[config.mk]
export PLATFORM = sky130hd
export DESIGN_NAME = dt_timer
export DESIGN_NICKNAME = d
export VERILOG_FILES = /design/src/rtl/dt_pkg.sv /design/src/rtl/dt_timer.sv
export VERILOG_INCLUDE_DIRS = /design/src /design/src/rtl
export SDC_FILE = /design/constraint.sdc
export NUM_CORES = 1
export LEC_CHECK = 0
export ABC_AREA = 1
export BUFFER_PORTS_ARGS = -buffer_cell sky130_fd_sc_hd__buf_2
export CAP_MARGIN = 20
export CORE_ASPECT_RATIO = 1.1
export CORE_MARGIN = 2
export CORE_UTILIZATION = 40
export CTS_BUF_LIST = sky130_fd_sc_hd__clkbuf_4
export DETAILED_ROUTE_END_ITERATION = 12
export HOLD_SLACK_MARGIN = 0.15
export RECOVER_POWER = 100
export SETUP_SLACK_MARGIN = 0.4
export SYNTH_ARGS = -nofsm -noshare
export SYNTH_HDL_FRONTEND = slang
export SYNTH_SLANG_ARGS = --single-unit
export TNS_END_PERCENT = 50
[constraint.sdc]
create_clock -name clk_i -period 6.63 [get_ports clk_i]
set_input_delay 0.3315 -clock clk_i [delete_from_list [all_inputs] [get_ports clk_i]]
set_output_delay 0.3315 -clock clk_i [all_outputs]
set_load 0.02 [all_outputs]
[src/rtl/dt_cfg.svh]
// register offsets, field positions, reset values and timing counts of the dual timer
`ifndef DT_CFG_SVH
`define DT_CFG_SVH
`define DT_OFF_CFG 8'h00
`define DT_OFF_AMODE 8'h04
`define DT_OFF_BMODE 8'h08
`define DT_OFF_CTL 8'h0C
`define DT_OFF_IMR 8'h18
`define DT_OFF_RIS 8'h1C
`define DT_OFF_MIS 8'h20
`define DT_OFF_ICR 8'h24
`define DT_OFF_AILR 8'h28
`define DT_OFF_BILR 8'h2C
`define DT_OFF_AMATCH 8'h30
`define DT_OFF_APR 8'h38
`define DT_OFF_BPR 8'h3C
`define DT_OFF_AR 8'h48
`define DT_OFF_BR 8'h4C
`define DT_CFG_32 3'h0
`define DT_CFG_RTC 3'h1
`define DT_CFG_16 3'h4
`define DT_MODE_ONESHOT 2'h1
`define DT_MODE_PERIODIC 2'h2
`define DT_CTL_AEN 0
`define DT_CTL_ASTALL 1
`define DT_CTL_REALTIME_ENABLE_BIT 4
`define DT_CTL_AOTE 5
`define DT_CTL_BEN 8
`define DT_CTL_BSTALL 9
`define DT_FLAG_ATO 0
`define DT_FLAG_RTC 3
`define DT_RST_HALF 16'hFFFF
`define DT_RST_PRE 8'h00
`define DT_RTC_INIT 32'h00000001
`define DT_RTC_DIV 16'h8000
`endif

[src/rtl/dt_pkg.sv]
// types shared by the dual timer
package dt_pkg;
  typedef struct packed {
    logic [7:0] adr;
    logic [31:0] dat;
    logic we;
    logic req;
  } dt_bus_req_t;
  typedef enum logic [2:0] {
    DT_ST_IDLE = 3'b001,
    DT_ST_RUN = 3'b010,
    DT_ST_RTC = 3'b100
  } dt_state_t;
endpackage : dt_pkg

[src/rtl/dt_timer.sv]
// dual 16-bit timer block with 32-bit one-shot, periodic and real-time modes
//
// What this block does
// - two 16-bit counters that run alone or joined as one 32-bit timer or clock
// - trigger outputs of all timer blocks are ORed outside before the converter
// - reset leaves block idle, controls cleared, counters and loads at FFFF
// - reset leaves both prescale registers at zero
// - configuration 0 gives 32-bit one-shot/periodic, 1 gives 32-bit clock mode
// - configuration 4 gives global 16-bit mode for both counters
// - in 32-bit modes a load write fills second load high, first load low
// - in 32-bit modes first value read returns second count high, first low
// - only the first mode field picks one-shot or periodic in 32-bit mode
// - enabled counter counts down and reloads from joined loads after zero
// - after reload a one-shot stops and clears enable, periodic keeps going
// - zero sets sticky raw time-out flag; masked copy and interrupt when enabled
// - trigger pulses at zero only when the first trigger enable is set
// - a load write while counting is taken on the next cycle
// - with stall enable the counter holds while the processor is halted
// - clock mode counts up from 1, set only on the first clock selection after reset; load writes leave the count alone
// - external 32.768 kHz on even capture pin is divided to a 1 Hz tick
// - clock count equal to match rolls to zero and keeps counting
// - clock match sets raw and masked flags, cleared by the clock clear bit
// - with clock enable set the stall bits are ignored during halt
// - 8-bit prescaler only acts in 16-bit one-shot and periodic modes
//
// Chosen here: the Wishbone register port and the register addresses.
`include "dt_cfg.svh"
`timescale 1ns/1ps
`default_nettype none
module dt_timer
  import dt_pkg::*;
(
  // clock and reset
  input wire logic clk_i,
  input wire logic rst_i,
  // wishbone slave
  input wire logic cyc_i,
  input wire logic stb_i,
  input wire logic we_i,
  input wire logic [7:0] adr_i,
  input wire logic [3:0] sel_i,
  input wire logic [31:0] dat_i,
  output logic [31:0] dat_o,
  output logic ack_o,
  // pins and system
  input wire logic capture_pin_i,
  input wire logic cpu_halt_i,
  output logic irq_o,
  output logic adc_trig_o
);
  // ------------------------------------------------------------
  // bus decode
  // ------------------------------------------------------------
  dt_bus_req_t bus;
  logic ack_reg;
  assign bus.adr = adr_i;
  assign bus.dat = dat_i;
  assign bus.we = we_i;
  assign bus.req = cyc_i & stb_i & ~ack_reg;
  wire wr = bus.req & bus.we & (sel_i == 4'hF);
  function automatic logic hit(input logic [7:0] a, input logic [7:0] off);
    hit = (a == off);
  endfunction : hit
  logic [2:0] cfg_reg;
  logic [1:0] amode_reg, bmode_reg;
  logic [15:0] ctl_reg;
  logic [3:0] imr_reg, ris_reg;
  logic [15:0] ailr_reg, bilr_reg, acnt_reg, bcnt_reg;
  logic [31:0] amatch_reg;
  logic [7:0] apr_reg, bpr_reg, apre_reg, bpre_reg;
  logic [31:0] rdat;
  logic rtc_seen_reg;
  wire mode32 = (cfg_reg == `DT_CFG_32);
  wire mode_rtc = (cfg_reg == `DT_CFG_RTC);
  wire mode16 = (cfg_reg == `DT_CFG_16);
  wire [31:0] cnt32 = {bcnt_reg, acnt_reg};
  wire [31:0] ilr32 = {bilr_reg, ailr_reg};
  wire [3:0] mis = ris_reg & imr_reg;
  wire wr_ctl = wr & hit(bus.adr, `DT_OFF_CTL);
  wire wr_ailr = wr & hit(bus.adr, `DT_OFF_AILR);
  wire wr_bilr = wr & hit(bus.adr, `DT_OFF_BILR);
  wire wr_icr = wr & hit(bus.adr, `DT_OFF_ICR);
  wire wr_cfg = wr & hit(bus.adr, `DT_OFF_CFG);
  // ------------------------------------------------------------
  // pin synchroniser and 1 Hz divider
  // ------------------------------------------------------------
  logic pin_s1_reg, pin_s2_reg, pin_d_reg;
  logic [15:0] div_reg;
  always_ff @(posedge clk_i) begin
    pin_s1_reg <= capture_pin_i;
    pin_s2_reg <= pin_s1_reg;
    pin_d_reg <= pin_s2_reg;
  end
  wire pin_rise = pin_s2_reg & ~pin_d_reg;
  wire div_wrap = pin_rise & (div_reg == `DT_RTC_DIV - 16'h0001);
  wire sec_tick = div_wrap & ctl_reg[`DT_CTL_REALTIME_ENABLE_BIT];
  always_ff @(posedge clk_i) begin
    if (rst_i | ~ctl_reg[`DT_CTL_REALTIME_ENABLE_BIT]) begin
      div_reg <= 16'h0000;
    end else if (pin_rise) begin
      div_reg <= div_wrap ? 16'h0000 : div_reg + 16'h0001;
    end
  end
  // ------------------------------------------------------------
  // count control
  // ------------------------------------------------------------
  // stall on halt
  wire a_stall = ctl_reg[`DT_CTL_ASTALL] & cpu_halt_i & ~ctl_reg[`DT_CTL_REALTIME_ENABLE_BIT];
  wire b_stall = ctl_reg[`DT_CTL_BSTALL] & cpu_halt_i & ~ctl_reg[`DT_CTL_REALTIME_ENABLE_BIT];
  wire a_en = ctl_reg[`DT_CTL_AEN];
  wire b_en = ctl_reg[`DT_CTL_BEN];
  wire a_oneshot = (amode_reg == `DT_MODE_ONESHOT);
  wire b_oneshot = (bmode_reg == `DT_MODE_ONESHOT);
  wire a_pre_ok = mode16 ? (apre_reg == 8'h00) : 1'b1;
  wire b_pre_ok = mode16 ? (bpre_reg == 8'h00) : 1'b1;
  wire z32 = mode32 & a_en & ~a_stall & (cnt32 == 32'h00000000);
  wire za = mode16 & a_en & ~a_stall & a_pre_ok & (acnt_reg == 16'h0000);
  wire zb = mode16 & b_en & ~b_stall & b_pre_ok & (bcnt_reg == 16'h0000);
  wire rtc_match = mode_rtc & a_en & sec_tick & (cnt32 == amatch_reg);
  wire a_zero = z32 | za;
  dt_state_t st;
  assign st = mode_rtc & a_en ? DT_ST_RTC : (a_en ? DT_ST_RUN : DT_ST_IDLE);
  // ------------------------------------------------------------
  // counters
  // ------------------------------------------------------------
  logic [31:0] cnt_next;
  always_comb begin
    cnt_next = cnt32;
    case (st)
      DT_ST_RUN: begin
        if (mode32 & ~a_stall) begin
          if (wr_ailr) begin
            cnt_next = bus.dat;
          end else if (z32) begin
            cnt_next = ilr32;
          end else begin
            cnt_next = cnt32 - 32'h00000001;
          end
        end
      end
      DT_ST_RTC: begin
        if (sec_tick) begin
          cnt_next = rtc_match ? 32'h00000000 : cnt32 + 32'h00000001;
        end
      end
      DT_ST_IDLE: begin
        // preload so that an enable starts from the written value
        if (mode32 & wr_ailr) begin
          cnt_next = bus.dat;
        end
      end
      default: cnt_next = cnt32;
    endcase
  end
  always_ff @(posedge clk_i) begin
    if (rst_i) begin
      acnt_reg <= `DT_RST_HALF;
      bcnt_reg <= `DT_RST_HALF;
      rtc_seen_reg <= 1'b0;
    end else if (wr_cfg & (dat_i[2:0] == `DT_CFG_RTC) & ~rtc_seen_reg) begin
      {bcnt_reg, acnt_reg} <= `DT_RTC_INIT;
      rtc_seen_reg <= 1'b1;
    end else if (~mode16) begin
      {bcnt_reg, acnt_reg} <= cnt_next;
    end else begin
      if (wr_ailr) begin
        acnt_reg <= dat_i[15:0];
      end else if (za) begin
        acnt_reg <= ailr_reg;
      end else if (a_en & ~a_stall & a_pre_ok) begin
        acnt_reg <= acnt_reg - 16'h0001;
      end
      if (wr_bilr) begin
        bcnt_reg <= dat_i[15:0];
      end else if (zb) begin
        bcnt_reg <= bilr_reg;
      end else if (b_en & ~b_stall & b_pre_ok) begin
        bcnt_reg <= bcnt_reg - 16'h0001;
      end
    end
  end
  always_ff @(posedge clk_i) begin
    if (rst_i) begin
      apre_reg <= `DT_RST_PRE;
      bpre_reg <= `DT_RST_PRE;
    end else begin
      if (mode16 & a_en & ~a_stall) begin
        apre_reg <= (apre_reg == 8'h00) ? apr_reg : apre_reg - 8'h01;
      end
      if (mode16 & b_en & ~b_stall) begin
        bpre_reg <= (bpre_reg == 8'h00) ? bpr_reg : bpre_reg - 8'h01;
      end
    end
  end
  // ------------------------------------------------------------
  // registers
  // ------------------------------------------------------------
  always_ff @(posedge clk_i) begin
    if (rst_i) begin
      cfg_reg <= 3'h0;
      amode_reg <= 2'h0;
      bmode_reg <= 2'h0;
      imr_reg <= 4'h0;
      ailr_reg <= `DT_RST_HALF;
      bilr_reg <= `DT_RST_HALF;
      amatch_reg <= 32'hFFFFFFFF;
      apr_reg <= `DT_RST_PRE;
      bpr_reg <= `DT_RST_PRE;
    end else if (wr) begin
      if (wr_cfg) begin
        cfg_reg <= dat_i[2:0];
      end
      if (hit(bus.adr, `DT_OFF_AMODE)) begin
        amode_reg <= dat_i[1:0];
      end
      if (hit(bus.adr, `DT_OFF_BMODE)) begin
        bmode_reg <= dat_i[1:0];
      end
      if (hit(bus.adr, `DT_OFF_IMR)) begin
        imr_reg <= dat_i[3:0];
      end
      if (wr_ailr) begin
        ailr_reg <= dat_i[15:0];
        if (~mode16) begin
          bilr_reg <= dat_i[31:16];
        end
      end
      if (wr_bilr & mode16) begin
        bilr_reg <= dat_i[15:0];
      end
      if (hit(bus.adr, `DT_OFF_AMATCH)) begin
        amatch_reg <= mode16 ? {16'h0000, dat_i[15:0]} : dat_i;
      end
      if (hit(bus.adr, `DT_OFF_APR)) begin
        apr_reg <= dat_i[7:0];
      end
      if (hit(bus.adr, `DT_OFF_BPR)) begin
        bpr_reg <= dat_i[7:0];
      end
    end
  end
  wire a_stop = a_zero & a_oneshot;
  wire b_stop = zb & b_oneshot;
  always_ff @(posedge clk_i) begin
    if (rst_i) begin
      ctl_reg <= 16'h0000;
    end else if (wr_ctl) begin
      ctl_reg <= dat_i[15:0];
    end else begin
      if (a_stop) begin
        ctl_reg[`DT_CTL_AEN] <= 1'b0;
      end
      if (b_stop) begin
        ctl_reg[`DT_CTL_BEN] <= 1'b0;
      end
    end
  end
  // write one to clear, set wins
  wire [3:0] flag_set = {rtc_match, 1'b0, zb, a_zero};
  wire [3:0] flag_clr = wr_icr ? dat_i[3:0] : 4'h0;
  always_ff @(posedge clk_i) begin
    if (rst_i) begin
      ris_reg <= 4'h0;
    end else begin
      ris_reg <= (ris_reg & ~flag_clr) | flag_set;
    end
  end
  // ------------------------------------------------------------
  // outputs
  // ------------------------------------------------------------
  // register read, joined count and loads outside 16-bit mode
  assign rdat = hit(bus.adr, `DT_OFF_CFG) ? {29'h0, cfg_reg} :
                hit(bus.adr, `DT_OFF_AMODE) ? {30'h0, amode_reg} :
                hit(bus.adr, `DT_OFF_BMODE) ? {30'h0, bmode_reg} :
                hit(bus.adr, `DT_OFF_CTL) ? {16'h0, ctl_reg} :
                hit(bus.adr, `DT_OFF_IMR) ? {28'h0, imr_reg} :
                hit(bus.adr, `DT_OFF_RIS) ? {28'h0, ris_reg} :
                hit(bus.adr, `DT_OFF_MIS) ? {28'h0, mis} :
                hit(bus.adr, `DT_OFF_AILR) ? (mode16 ? {16'h0, ailr_reg} : ilr32) :
                hit(bus.adr, `DT_OFF_BILR) ? {16'h0, bilr_reg} :
                hit(bus.adr, `DT_OFF_AMATCH) ? amatch_reg :
                hit(bus.adr, `DT_OFF_APR) ? {24'h0, apr_reg} :
                hit(bus.adr, `DT_OFF_BPR) ? {24'h0, bpr_reg} :
                hit(bus.adr, `DT_OFF_AR) ? (mode16 ? {16'h0, acnt_reg} : cnt32) :
                hit(bus.adr, `DT_OFF_BR) ? {16'h0, bcnt_reg} : 32'h00000000;
  logic trig_reg, irq_reg;
  always_ff @(posedge clk_i) begin
    if (rst_i) begin
      ack_reg <= 1'b0;
      dat_o <= 32'h00000000;
      trig_reg <= 1'b0;
      irq_reg <= 1'b0;
    end else begin
      ack_reg <= bus.req;
      dat_o <= bus.req ? rdat : dat_o;
      trig_reg <= a_zero & ctl_reg[`DT_CTL_AOTE];
      // set wins over clear, as in the raw flags
      irq_reg <= |(((ris_reg & ~flag_clr) | flag_set) & imr_reg);
    end
  end
  assign ack_o = ack_reg;
  assign adc_trig_o = trig_reg;
  assign irq_o = irq_reg;
endmodule : dt_timer
`default_nettype wire

# ---- After elaboration in Yosys (flattened, before gate mapping)
# Index checks and enable logic that the tools add are counted.
dict set report totals {
  input_bits 51
  elab_cells 199
  register_bits 214
  output_inout_bits 35
}
dict set report op_classes {
  n_reduce_logical 26
  n_addsub 7
  n_mux 49
  bitwise_logic 55
  eq_ne 35
}
# cell count
set ops {}
lappend ops {{two-way mux 32 bit} 22}
lappend ops {{two-way mux 16 bit} 15}
lappend ops {{one-hot mux 32 bit (3 select lines)} 1}
lappend ops {{equality test 8 x 6 -> 1 bit (second input constant)} 7}
lappend ops {{bitwise AND 1 bit} 42}
lappend ops {{adder 32 x 1 -> 32 bit (second input constant)} 1}
lappend ops {{equality test 32 bit} 1}
lappend ops {{logical NOT 16 bit} 2}
lappend ops {{logical NOT 32 bit} 1}
lappend ops {{subtractor 16 x 1 -> 16 bit (second input constant)} 2}
lappend ops {{subtractor 32 x 1 -> 32 bit (second input constant)} 1}
lappend ops {{logical NOT 8 bit} 3}
lappend ops {{adder 16 x 1 -> 16 bit (second input constant)} 1}
lappend ops {{equality test 16 x 15 -> 1 bit (second input constant)} 1}
lappend ops {{equality test 8 x 4 -> 1 bit (second input constant)} 2}
lappend ops {{equality test 8 x 5 -> 1 bit (second input constant)} 2}
lappend ops {{equality test 8 x 7 -> 1 bit (second input constant)} 2}
lappend ops {{two-way mux 8 bit} 2}
lappend ops {{AND reduction 2 bit} 8}
lappend ops {{subtractor 8 x 1 -> 8 bit (second input constant)} 2}
lappend ops {{AND reduction 5 bit} 3}
lappend ops {{bitwise AND 4 bit} 3}
lappend ops {{!= test 4 bit (second input constant)} 3}
lappend ops {{!= test 5 x 1 -> 1 bit (second input constant)} 2}
lappend ops {{24 further kinds} 43}

# ---- Longest topological paths before layout
dict set report depth {
  word_depth 15
  mapped_depth 17
  depth_no_buf 16
}

# ---- Worst setup path after synthesis
# Ideal clock, no wire load.
dict set report synth_timing {
  path_kind {register to register}
  start {reg bcnt_reg[0]}
  end {reg bcnt_reg[8]}
  slack_ns 4.456
  setup_time_ns 0.112
  arrival_time_ns 2.062
  t_required_ns 6.518
  path_stages_with_launch 17
  cell_sequence {dfxtp_1 > buf_2 > inv_1 > ha_1 > inv_1 > nor2_4 > nand3_1 > nor2_2 > nand2_1 > nand2_1 > o21ai_0 > nand2_1 > nand2_1 > nand3_1 > nand2_1 > nand2_1 > nand2_1}
}
dict set report synth_between {
  elab_chain_cells 8
  elab_cells_between_ends 22
  classes_between {3 x add/sub; 2 x eq/ne; 11 x mux; 3 x bitwise; 3 x reduce/logical}
}
# element line_no
set synth_lines {}
lappend synth_lines {{start: declaration} dt_timer.sv:68} ;# logic [15:0] ailr_reg, bilr_reg, acnt_reg, bcnt_reg;
lappend synth_lines {{start signal: assignment} dt_timer.sv:158} ;# bcnt_reg <= `DT_RST_HALF;
lappend synth_lines {{start signal: assignment} dt_timer.sv:161} ;# {bcnt_reg, acnt_reg} <= `DT_RTC_INIT;
lappend synth_lines {{start signal: assignment} dt_timer.sv:164} ;# {bcnt_reg, acnt_reg} <= cnt_next;
lappend synth_lines {{branches (longest 8 deep; another with subtractor 32 x 1 -> 32 bit)} n/a}
# Several ways; the timed one is not identified. The select of a mux whose other input is x is not followed.
# A chain may end at the register's enable or synchronous reset.

# ---- Worst setup path after layout
dict set report layout_timing {
  start {reg cfg_reg[0]}
  end {reg irq_reg (netlist: irq_o)}
}
dict set report layout_between {
  elab_chain_cells 9
  elab_cells_between_ends 23
  classes_between {2 x eq/ne; 2 x mux; 17 x bitwise; 2 x reduce/logical}
}
# element line_no
set layout_lines {}
lappend layout_lines {{start: declaration} dt_timer.sv:64} ;# logic [2:0] cfg_reg;
lappend layout_lines {{start signal: assignment} dt_timer.sv:211} ;# cfg_reg <= dat_i[2:0];
lappend layout_lines {{equality test 3 bit (no source line)} n/a}
lappend layout_lines {{bitwise AND 1 bit (4 in series)} dt_timer.sv:117} ;# wire za = mode16 & a_en & ~a_stall & a_pre_ok & (acnt_reg == 16'h0000);
lappend layout_lines {{bitwise OR 1 bit} dt_timer.sv:120} ;# wire a_zero = z32 | za;
lappend layout_lines {{bitwise OR 4 bit (*)} dt_timer.sv:298} ;# irq_reg <= |(((ris_reg & ~flag_clr) | flag_set) & imr_reg);
lappend layout_lines {{bitwise AND 4 bit (*)} dt_timer.sv:298}
lappend layout_lines {{OR reduction 4 bit (*)} dt_timer.sv:298}
lappend layout_lines {{end signal: assignment} dt_timer.sv:298}
lappend layout_lines {{end: declaration} dt_timer.sv:286} ;# logic trig_reg, irq_reg;
# Mark *: on every way between the ends. The rest lies on a longest branch, timed or not.

==> flow_summary.json <==
{
  "cts_tree": "built",
  "drive_gt1_frac": 0.0921,
  "area_growth_syn_to_layout_pct": 11.4,
  "clk_pin_slew_ps": 60,
  "cts_setup_buffers": 0,
  "postRouteAntennaNets": 0,
  "initial_core_util": 0.404,
  "core-area_um2": 36900,
  "fin_setup_tns_ps": 0,
  "synth.most_common_cell": "nand2_1",
  "root_buffer": "clkbuf_4",
  "dieArea_um2": 38900,
  "final_nets": 2615,
  "grt_max_degree": 64,
  "startpoint_type": "register",
  "cp.required_ps": 7260,
  "rsz0062_at_grt": "false",
  "ys_seq_area_frac": 0.287,
  "drtIter0Drc": 1823,
  "synth_common_cells": "756 x nand2_1, 253 x nor2_1, 252 x inv_1, 214 x dfxtp_1, 170 x o21ai_0",
  "ys.flop_type": "dfxtp_1",
  "drc": 0,
  "cts_buffers": 67,
  "avgSynthCellArea_um2": 6.04,
  "clock_latency_ps": 800,
  "wl_per_cell_um": 22.3,
  "ys_async_sr_fraction": 0,
  "slew_violations": 68,
  "gp_congestion": 1.03,
  "cpPeakStageDelay_ps": 1240,
  "fin_ws_ps": 1370,
  "grt_pass1_wl_um": 102000,
  "cp-end-kind": "register",
  "outcome": "finished, violations left",
  "grtUsageTotal": 0.350,
  "synth_seq_cells": 214,
  "crit_fanout": 48,
  "drt_pass1_iterations": 6,
  "setup_violations": 0,
  "leakagePower_nw": 8.30,
  "h-tree-depth": 3,
  "yosys_warnings": 0,
  "yosysTopAreaCellShare": 0.287,
  "cellPowerDensity_nw_per_um2": 170,
  "max_freq_mhz": 190,
  "syn_area_um2": 14900,
  "synthCells": 2472,
  "synth-edff-count": 0,
  "yosys.area.top_type": "dfxtp_1",
  "clock-sinks": 214,
  "cp_slowest_cell": "clkinvlp_2",
  "hold_violations": 0,
  "grt_overflow": 0,
  "preCtsSetupSlack_ps": 2840,
  "final_util": 0.451,
  "io_buffers": 85,
  "crit_chain": "nor2_1 > nand2_2 > buf_4 > clkinvlp_2 > nand2_1 > nor2_1 > nand2_1 > inv_2 > nor2_1 > nand2_1 > a21oi_1 > o211ai_1",
  "ios": 86,
  "clock_path_buffers": 3,
  "vias": 17900,
  "post_cts_resize_count": 0,
  "die_w_um": 188,
  "fin_skew_ps": 65.8,
  "place_hpwl_um": 49200,
  "drv_cap": 2,
  "timing.hold.ws_ps": 177,
  "worst_pin_slew_ps": 2070,
  "ir_drop_mv": 0.147,
  "wirelength_um": 69400,
  "die_h_um": 207,
  "num_rows": 74,
  "relSlewSlack": -0.377,
  "crit_type": "register to register",
  "place_area_um2": 15500,
  "violations": "max-capacitance violations, max-slew violations",
  "synthTopCellsByArea": "dfxtp_1 29%, nand2_1 19%, nor2_1 6.4%",
  "synth_cell_types": 51,
  "fin_crit_sh": 0.793,
  "hold_path_class": "input pin to register",
  "viasPerCell": 5.76,
  "crit_arrival_ps": 5880,
  "grt_pass1_vias": 16500,
  "postLayoutCellArea_um2": 16600,
  "grt_antenna_before_repair": 5,
  "period_needed_ps": 5260,
  "syn_nets": 2531
}
-- worst max-delay path, delay by kind of cell (launching register included) --
kind                   cells  cell delay [ps]
AND/OR/NAND/NOR            7             2210
buffers and inverters      3             2210
flip-flops                 1              360
AO/OA/AOI/OAI              2              260
-- timing repair --
item,in CTS,in global routing
hold endpoints to repair,134,0
hold buffers,38,0
endpoints found under the setup margin,0,0
-- path summary, 6_finish.rpt --
path / startpoint / depth (start not counted) / slack [ps] / to
worst min-delay path: sel_i[1] / 6 / 180 / cfg_reg[0]$_SDFFE_PP0P_
worst max-delay path: cfg_reg[0]$_SDFFE_PP0P_ / 12 / 1370 / irq_o$_SDFF_PP0_
worst max register to register: cfg_reg[0]$_SDFFE_PP0P_ / 12 / 1370 / irq_o$_SDFF_PP0_
worst min register to register: pin_s1_reg$_DFF_P_ / 0 / 330 / pin_s2_reg$_DFF_P_
-- placed cells by master, fill, tap and decap left out, types with 39 or more instances in the layout --
cell type  Yosys  final
clkbuf_4       0     93
a21oi_1      110    110
dfxtp_1      214    214
nand3_1      153    152
o21ai_0      170    185
o211ai_1      46     46
nand2_1      756    757
clkbuf_1      52     39
nor2_1       253    257
inv_1        252    260
buf_2         51     49
-- metrics by stage --
step,instances,power (mW)
5_1_grt,3103,2.92
3_5_place_dp,2943,1.46
2_1_floorplan,2472,1.39
3_3_place_gp,2943,1.46
6_report,3105,2.83
4_1_cts,3099,2.85
-- power by group --
group / internal (mW) / switching (mW)
clock: 0.690 / 0.690
sequential: 1.29 / 0.00117
combinational: 0.0494 / 0.113
total: 2.03 / 0.805
-- final cells by class --
cell class / instances / area (um^2)
inverter: 295 / 1120
clock buffer: 93 / 698
fill: 4050 / 20300
sequential: 214 / 4280
tap: 494 / 618
clock inverter: 25 / 136
timing repair buffer: 135 / 840
antenna: 6 / 15.0
multi-input combinational: 1843 / 8940
-- cell families (layout without fill, tap and decap cells) --
| kind of cell | count (synthesis) | count (layout) | synth area share |
|---|---|---|---|
| fa+ha+maj | 8 | 8 | 0.00670 |
| compound gates | 496 | 496 | 0.196 |
| flops | 214 | 214 | 0.287 |
| xor+xnor | 53 | 53 | 0.0311 |
| simple gates | 1286 | 1286 | 0.367 |
| buf+inv | 415 | 548 | 0.113 |
| other cells | 0 | 6 | 0 |
-- metal layers --
metal,routed length [um],vias to the layer above,track usage,share of wire
met5,23,-,0,0.00033
met4,4730,4,0.234,0.068
met3,7670,303,0.0997,0.11
met2,29300,1040,0.533,0.42
met1,27600,8272,0.432,0.40
li1,-,8260,-,-
No activity file was read; power rests on OpenSTA's default activity.
